## src/lfs_pkg.sv

```systemverilog
// Constants, register map and encodings for the link fault block
package lfs_pkg;

    // Sequence ordered set codes
    localparam logic [7:0] SEQ_CODE = 8'h9c;
    localparam logic [7:0] LF_CODE = 8'h01;
    localparam logic [7:0] RF_CODE = 8'h02;
    localparam logic [7:0] ZERO_BYTE = 8'h00;

    // Bus geometry
    localparam int COLS = 2;
    localparam int COL_BITS = 32;
    localparam int COL_CTL = 4;
    localparam int DATA_W = 64;
    localparam int CTL_W = 8;

    // One local fault column and its control flags
    localparam logic [31:0] LF_COL = {LF_CODE, ZERO_BYTE, ZERO_BYTE, SEQ_CODE};
    localparam logic [3:0] SEQ_COL_CTL = 4'h1;

    // Register byte addresses
    localparam logic [7:0] ADDR_CTRL = 8'h00;
    localparam logic [7:0] ADDR_STAT = 8'h04;
    localparam logic [7:0] ADDR_LATCH = 8'h08;
    localparam logic [7:0] ADDR_ISTAT = 8'h0c;
    localparam logic [7:0] ADDR_IMASK = 8'h10;

    // Control register bits, write one to act
    localparam int CTRL_CLR_FAULT = 0;
    localparam int CTRL_CLR_LINK = 1;

    // Latch register bits
    localparam int LAT_FAULT = 0;
    localparam int LAT_LINK = 1;

    // Live status register bits
    localparam int ST_FAULT = 0;
    localparam int ST_LINK = 1;
    localparam int ST_RFAULT = 2;
    localparam int ST_SYNC = 3;
    localparam int ST_XLOCK = 4;
    localparam int ST_BLOCK = 5;
    localparam int ST_HIBER = 6;
    localparam int ST_EBUF = 7;

    // Interrupt event bits
    localparam int EV_W = 3;
    localparam int EV_FAULT = 0;
    localparam int EV_LINKDN = 1;
    localparam int EV_RFAULT = 2;

    // Elastic buffer fault stretch
    localparam int CLK_PERIOD_NS = 50;
    localparam int EBUF_HOLD_NS = 1000;
    localparam int EBUF_HOLD_CYC =
        (EBUF_HOLD_NS + CLK_PERIOD_NS - 1) / CLK_PERIOD_NS;
    localparam int HOLD_W = 5;
    localparam logic [HOLD_W-1:0] HOLD_LOAD = HOLD_W'(EBUF_HOLD_CYC);
    localparam logic [HOLD_W-1:0] HOLD_ZERO = 5'h00;
    localparam logic [HOLD_W-1:0] HOLD_ONE = 5'h01;

    // Latch reset values
    localparam logic LAT_FAULT_RST = 1'b1;
    localparam logic LAT_LINK_RST = 1'b0;

    // Receive sync state
    typedef enum logic [0:0] {
        SYNC_LOST = 1'b0,
        SYNC_OK = 1'b1
    } lfs_sync_e;

endpackage : lfs_pkg

```

## src/lfs_col_match.sv

```systemverilog
// Recognises one sequence ordered set in a 32-bit column
`timescale 1ns/1ps
module lfs_col_match #(
    parameter logic [7:0] CODE = 8'h02
) (
    input wire logic [31:0] colData,
    input wire logic [3:0] colCtl,
    output logic hit
);

    // Lane 0 code with flag, zero lanes, lane 3 code
    always_comb begin
        hit = colCtl == lfs_pkg::SEQ_COL_CTL
            && colData[7:0] == lfs_pkg::SEQ_CODE
            && colData[23:8] == {lfs_pkg::ZERO_BYTE, lfs_pkg::ZERO_BYTE}
            && colData[31:24] == CODE;
    end

endmodule : lfs_col_match

```

## src/lfs_latch.sv

```systemverilog
// Latching indicator that holds its active value until cleared
`timescale 1ns/1ps
module lfs_latch #(
    parameter logic ACTIVE = 1'b1,
    parameter logic RST_VAL = 1'b1
) (
    input wire logic clk,
    input wire logic rst_n,
    input wire logic live,
    input wire logic clear,
    output logic q
);

    // Single latched bit
    typedef struct packed {
        logic held;
    } lfs_latch_s;

    lfs_latch_s state;
    lfs_latch_s next_state;

    // Active value sticks; clear reloads the live value so set wins
    always_comb begin
        next_state = state;
        if (clear) begin
            next_state.held = live;
        end else if (live == ACTIVE) begin
            next_state.held = ACTIVE;
        end
    end

    // State register
    always_ff @(posedge clk or negedge rst_n) begin
        if (!rst_n) begin
            state.held <= RST_VAL;
        end else begin
            state <= next_state;
        end
    end

    assign q = state.held;

endmodule : lfs_latch

```

## src/lfs_fault_core.sv

```systemverilog
// Receive-side local fault generation, status and register slave
`timescale 1ns/1ps
module lfs_fault_core (
    input wire logic clk,
    input wire logic rst_n,
    // Decoded receive stream from the line
    input wire logic [63:0] rxdIn,
    input wire logic [7:0] rxcIn,
    // Receive path health
    input wire logic xcvrLocked,
    input wire logic rxInReset,
    input wire logic signalPresent,
    input wire logic blockLock,
    input wire logic hiBer,
    input wire logic ebufOverflow,
    input wire logic ebufUnderflow,
    input wire logic pcsReset,
    input wire logic pmaReset,
    // Register port
    input wire logic [7:0] addr,
    input wire logic [31:0] wrData,
    input wire logic wrEn,
    input wire logic rdEn,
    output logic [31:0] rdData,
    // Stream toward the reconciliation layer
    output logic [63:0] rxdOut,
    output logic [7:0] rxcOut,
    // Status vector
    output logic localFault,
    output logic linkUp,
    output logic latchedFault,
    output logic latchedLinkUp,
    output logic remoteFault,
    output logic irq
);

    // Whole block state
    typedef struct packed {
        lfs_pkg::lfs_sync_e sync;
        logic [lfs_pkg::HOLD_W-1:0] holdCnt;
        logic [63:0] rxd;
        logic [7:0] rxc;
        logic localFault;
        logic linkUp;
        logic remoteFault;
        logic [lfs_pkg::EV_W-1:0] intStat;
        logic [lfs_pkg::EV_W-1:0] intMask;
        logic [31:0] rdData;
        logic irq;
    } lfs_core_s;

    lfs_core_s state;
    lfs_core_s next_state;

    // Remote fault hits per column
    logic [lfs_pkg::COLS-1:0] colRemote;
    // Register access decodes
    logic clrFault;
    logic clrLink;
    logic latchRead;
    logic anyReset;

    // Detect remote fault sets in each column
    genvar gi;
    generate
        for (gi = 0; gi < lfs_pkg::COLS; gi++) begin : g_col
            lfs_col_match #(
                .CODE(lfs_pkg::RF_CODE)
            ) u_match (
                .colData(rxdIn[gi*lfs_pkg::COL_BITS +: lfs_pkg::COL_BITS]),
                .colCtl(rxcIn[gi*lfs_pkg::COL_CTL +: lfs_pkg::COL_CTL]),
                .hit(colRemote[gi])
            );
        end
    endgenerate

    // Clear sources for both latches
    always_comb begin
        anyReset = pcsReset || pmaReset;
        latchRead = rdEn && addr == lfs_pkg::ADDR_LATCH;
        clrFault = anyReset || latchRead
            || (wrEn && addr == lfs_pkg::ADDR_CTRL
                && wrData[lfs_pkg::CTRL_CLR_FAULT]);
        clrLink = anyReset || latchRead
            || (wrEn && addr == lfs_pkg::ADDR_CTRL
                && wrData[lfs_pkg::CTRL_CLR_LINK]);
    end

    // Latched fault, held high
    lfs_latch #(
        .ACTIVE(1'b1),
        .RST_VAL(lfs_pkg::LAT_FAULT_RST)
    ) u_lat_fault (
        .clk(clk),
        .rst_n(rst_n),
        .live(state.localFault),
        .clear(clrFault),
        .q(latchedFault)
    );

    // Latched link status, held low
    lfs_latch #(
        .ACTIVE(1'b0),
        .RST_VAL(lfs_pkg::LAT_LINK_RST)
    ) u_lat_link (
        .clk(clk),
        .rst_n(rst_n),
        .live(state.linkUp),
        .clear(clrLink),
        .q(latchedLinkUp)
    );

    // Next state of the whole block
    always_comb begin
        logic ebufErr;
        logic ebufFault;
        logic faultNow;
        logic rfNow;
        logic [lfs_pkg::EV_W-1:0] events;
        ebufErr = ebufOverflow || ebufUnderflow;
        ebufFault = 1'b0;
        faultNow = 1'b0;
        rfNow = 1'b0;
        events = '0;
        next_state = state;

        // Sync machine parks in loss while no signal
        if (!signalPresent || !blockLock || anyReset) begin
            next_state.sync = lfs_pkg::SYNC_LOST;
        end else begin
            next_state.sync = lfs_pkg::SYNC_OK;
        end

        // Stretch a buffer slip so the MAC sees it
        if (ebufErr) begin
            next_state.holdCnt = lfs_pkg::HOLD_LOAD;
        end else if (state.holdCnt != lfs_pkg::HOLD_ZERO) begin
            next_state.holdCnt = state.holdCnt - lfs_pkg::HOLD_ONE;
        end
        ebufFault = ebufErr || state.holdCnt != lfs_pkg::HOLD_ZERO;

        // Receiver not up for any cause
        faultNow = !xcvrLocked || rxInReset || anyReset
            || !signalPresent || state.sync != lfs_pkg::SYNC_OK
            || !blockLock
            || hiBer
            || ebufFault;
        rfNow = |colRemote;

        // Replace the stream by local fault sets, else pass it through
        if (faultNow) begin
            next_state.rxd = {lfs_pkg::LF_COL, lfs_pkg::LF_COL};
            next_state.rxc = {lfs_pkg::SEQ_COL_CTL, lfs_pkg::SEQ_COL_CTL};
        end else begin
            next_state.rxd = rxdIn;
            next_state.rxc = rxcIn;
        end

        // Live status vector
        next_state.localFault = faultNow;
        next_state.linkUp = !faultNow;
        next_state.remoteFault = rfNow && !faultNow;

        // Interrupt events on rising fault, falling link and rising remote fault
        events[lfs_pkg::EV_FAULT] = faultNow && !state.localFault;
        events[lfs_pkg::EV_LINKDN] = faultNow && state.linkUp;
        events[lfs_pkg::EV_RFAULT] = next_state.remoteFault
            && !state.remoteFault;

        // Sticky status, read clears, a new event wins
        if (rdEn && addr == lfs_pkg::ADDR_ISTAT) begin
            next_state.intStat = events;
        end else begin
            next_state.intStat = state.intStat | events;
        end

        // Mask write
        if (wrEn && addr == lfs_pkg::ADDR_IMASK) begin
            next_state.intMask = wrData[lfs_pkg::EV_W-1:0];
        end
        next_state.irq = |(next_state.intStat & next_state.intMask);

        // Read data for one cycle only, unmapped reads give zero
        next_state.rdData = '0;
        if (rdEn) begin
            case (addr)
                lfs_pkg::ADDR_STAT: begin
                    next_state.rdData[lfs_pkg::ST_FAULT] = state.localFault;
                    next_state.rdData[lfs_pkg::ST_LINK] = state.linkUp;
                    next_state.rdData[lfs_pkg::ST_RFAULT] = state.remoteFault;
                    next_state.rdData[lfs_pkg::ST_SYNC] =
                        state.sync == lfs_pkg::SYNC_OK;
                    next_state.rdData[lfs_pkg::ST_XLOCK] = xcvrLocked;
                    next_state.rdData[lfs_pkg::ST_BLOCK] = blockLock;
                    next_state.rdData[lfs_pkg::ST_HIBER] = hiBer;
                    next_state.rdData[lfs_pkg::ST_EBUF] = ebufFault;
                end
                lfs_pkg::ADDR_LATCH: begin
                    next_state.rdData[lfs_pkg::LAT_FAULT] = latchedFault;
                    next_state.rdData[lfs_pkg::LAT_LINK] = latchedLinkUp;
                end
                lfs_pkg::ADDR_ISTAT: begin
                    next_state.rdData[lfs_pkg::EV_W-1:0] = state.intStat;
                end
                lfs_pkg::ADDR_IMASK: begin
                    next_state.rdData[lfs_pkg::EV_W-1:0] = state.intMask;
                end
                default: begin
                    next_state.rdData = '0;
                end
            endcase
        end
    end

    // State register, fault shown from reset onward
    always_ff @(posedge clk or negedge rst_n) begin
        if (!rst_n) begin
            state.sync <= lfs_pkg::SYNC_LOST;
            state.holdCnt <= lfs_pkg::HOLD_ZERO;
            state.rxd <= {lfs_pkg::LF_COL, lfs_pkg::LF_COL};
            state.rxc <= {lfs_pkg::SEQ_COL_CTL, lfs_pkg::SEQ_COL_CTL};
            state.localFault <= 1'b1;
            state.linkUp <= 1'b0;
            state.remoteFault <= 1'b0;
            state.intStat <= '0;
            state.intMask <= '0;
            state.rdData <= '0;
            state.irq <= 1'b0;
        end else begin
            state <= next_state;
        end
    end

    // Outputs straight from the state register
    assign rxdOut = state.rxd;
    assign rxcOut = state.rxc;
    assign localFault = state.localFault;
    assign linkUp = state.linkUp;
    assign remoteFault = state.remoteFault;
    assign irq = state.irq;
    assign rdData = state.rdData;
endmodule : lfs_fault_core

```

## config.mk

```make
export PLATFORM = sky130hd
export DESIGN_NAME = lfs_fault_core
export DESIGN_NICKNAME = d
export VERILOG_FILES = /design/src/lfs_pkg.sv /design/src/lfs_col_match.sv /design/src/lfs_latch.sv /design/src/lfs_fault_core.sv
export SDC_FILE = /design/constraint.sdc
export NUM_CORES = 1
export LEC_CHECK = 0
export BUFFER_PORTS_ARGS = -buffer_cell sky130_fd_sc_hd__buf_2
export CAP_MARGIN = 0
export CORE_MARGIN = 4
export CORE_UTILIZATION = 41
export CTS_CLUSTER_SIZE = 30
export DETAILED_ROUTE_END_ITERATION = 10
export MAX_ROUTING_LAYER = met4
export PLACE_DENSITY = 0.75
export REMOVE_ABC_BUFFERS = 1
export SYNTH_ARGS = -nofsm -noshare
export SYNTH_HDL_FRONTEND = slang
export SYNTH_SLANG_ARGS = --single-unit
```

## constraint.sdc

```tcl
create_clock -name clk -period 2.11 [get_ports clk]
set_clock_uncertainty 0.05 [all_clocks]
set_input_delay 0.1055 -clock clk [delete_from_list [all_inputs] [get_ports clk]]
set_output_delay 0.1055 -clock clk [all_outputs]
set_load 0.005 [all_outputs]
```

==> metrics.txt <==
status finished, final reports clean; Final Slew Violations 0; WHS roughly 0.060 ns; Pleak about 0.0031 µW; cell repeated most along the worst path inv_2; clk_lat worst skew between 0.3 and 0.4 ns; Hold/Removal Path Class in2reg; Unique masters post-synth 44; register area share after synthesis between 50% and 60%; Final setup viols 0; DRT antenna net count 0; highest-delay cell along the critical path dfrtp_1; worst endpoint required time 2.29 ns; most used standard cell by instance count after synthesis buf_4; setup slack, reg-to-reg ~0.077 ns; Startpoint Class register; share of the synthesized area in the top cell type 47.1%; Starting Density a little over two fifths; WL final ~11000 µm; Power Density between 600 and 700 nW/µm²; Max Buffers Root-to-Sink 2; total core area ~10000 µm²; EDFF count, synth 0; worst vdd ir ~0.27 mV; CP max FO 5; Tmin final 2.03 ns; H-Tree Depth 3; Worst Tran Pin Value between 0.6 and 0.7 ns; number of remaining DRC errors 0; drt pass-1 iters 4; Synth area leader dfrtp_1; Final nets 711; Die ar. approximately 13000 µm²; gpl congestion approximately 0.85; TritonCTS buffer count 9; layout cell share with drive strength beyond 1 between 30% and 40%; max frequency 492 MHz; Max-Slew Margin vs Limit 59.2%; Root Driver clkbuf_8; CTS tree yes; drt wl/cell around 15 µm; synthesized area ~4500 µm²; post-placement cell count approximately 620; clock slew at the register clock pins of the worst setup and hold paths around 0.090 ns; Seq cells post-synth around 100; die height roughly 110 µm; Ports approximately 240; DRT iter0 DRCs about 260; RSZ-0062 raised after global routing false; final core utilization between 50 and 60%; Final Hold Viols 0; CP Cell Sequence inv_2 > ha_1 > nor4b_4 > and4_4 > inv_2 > a22o_1 > o2bb2ai_1 > a311o_1; synth cell count leaders buf_4 (104), dfrtp_1 (84), and2_1 (65); worst slack at placement a little over 0.07 ns; largest cells by area after synthesis dfrtp_1 (47%), buf_4 (18%), and2_1 (9.1%), dfstp_2 (8.2%), nand2b_1 (1.7%); n_diodes 0; DR vias around 3300; total number of yosys warnings 0; Main synth FF type dfrtp_1; via/cell ratio approximately 4.6; Crit. End Element register; max-cap violation count 0; Final period util 96.3%; count of input and output buffers around 180; final HPWL from detailed placement 7600 µm; maximum number of pins on one net before global-route repair slightly below 50; initial antenna violation count 0; Congestion Overflow GR 0; syn avg cell area ~11 µm²; crit-path max cell delay between 0.4 and 0.5 ns; area growth from synthesis to layout 33.4%; Tot GR Track Use 18.1%; first-pass GRT wire length 17600 µm; Worst EP arrival 2.22 ns; row count 37; CP Class reg2reg; Layout Cells excl Fill a little over 700; die width between 100 and 150 µm; total power draw approximately 3600 µW; vias in the first global route 3560; Async S/R FF share, synth 100%; final worst slack between 0.07 and 0.08 ns; Post-Syn Instances around 390; clock sink total 98
-- layout by cell type, fill, tap and decap left out, types with 7 or more instances in the layout --
cell | netlist | layout
clkbuf_8 | 0 | 11
dlygate4sd3_1 | 0 | 83
nor4_1 | 12 | 12
and2_1 | 65 | 65
nand2b_1 | 12 | 12
buf_2 | 1 | 180
dfstp_2 | 14 | 14
dfrtp_1 | 84 | 84
nor2_1 | 10 | 10
buf_4 | 104 | 10
nand2_1 | 7 | 7
conb_1 | 1 | 24
-- critical path: cells and delay by family (launching register included) --
kind | cells | cell delay, ns
buffers and inverters | 2 | 0.14
and+or+nand+nor | 2 | 0.53
AOI/OAI and AO/OA | 3 | 0.64
DFF | 1 | 0.41
adders and majority gates | 1 | 0.15
-- registers in the layout (all words and copies together) (netlist names) --
signal and cells:
state 12, rxdOut 64, rxcOut 8, irq 1
rdData 8, u_lat_link.q 1, linkUp 1, u_lat_fault.q 1
remoteFault 1, localFault 1
-- through the flow --
| step | area (µm²) | TNS [ns] |
|---|---|---|
| floorplan | 3730 | -0.268 |
| global placement | 4870 | 0 |
| detailed placement | 4870 | 0 |
| CTS | 5930 | 0 |
| global route | 5950 | 0 |
| finish | 5950 | 0 |
-- worst paths after layout --
path,startpoint,to,depth (start not counted)
setup / recovery,state[114],irq,8
hold / removal,pcsReset,u_lat_fault.q,3
setup reg to reg,state[114],irq,8
hold reg to reg,state[119],rdData[3],1
max in group asynchronous,rst_n,rxdOut[39],3
min in group asynchronous,rst_n,rxdOut[22],2
-- where the power goes --
| part | internal (µW) | total (µW) | switching, µW |
|---|---|---|---|
| registers | 1890 | 1900 | 8.40 |
| logic | 202 | 349 | 147 |
| clock network | 734 | 1360 | 626 |
| total | 2820 | 3610 | 782 |
-- cell type report --
class	count	area (µm²)
tap	136	170
clock inverter	4	73.8
inverter	8	30.0
timing repair buffer	274	1820
clock buffer	12	155
fill	855	4510
multi-input combinational	193	1230
sequential	98	2470
-- routing by layer --
| layer | up-vias | wire [µm] | track usage (%) | share of wire, % |
|---|---|---|---|---|
| li1 | 1549 | - | - | - |
| met1 | 1567 | 4380 | 20.2 | 39 |
| met2 | 170 | 5650 | 31.0 | 51 |
| met3 | 29 | 789 | 4.42 | 7.1 |
| met4 | 0 | 350 | 7.61 | 3.1 |
| met5 | - | 0 | - | 0 |
-- kinds of logic after synthesis --
family / Yosys count / share of synthesized area, %
buffers and inverters: 121 / 19.0
muxes: 5 / 1.21
xor gates and xnor gates: 3 / 0.589
AOI/OAI and AO/OA: 20 / 3.51
adders and majority gates: 2 / 0.561
DFF: 98 / 55.4
other: 1 / 0.0841
and+or+nand+nor: 139 / 19.7
-- repair_timing --
item	CTS	global route
hold buffers	83	0
endpoints found under the setup margin	0	2
resized for setup	0	2
endpoints found under the hold margin	123	0
buffers inserted	0	2
(Power assumes the default switching activity.)
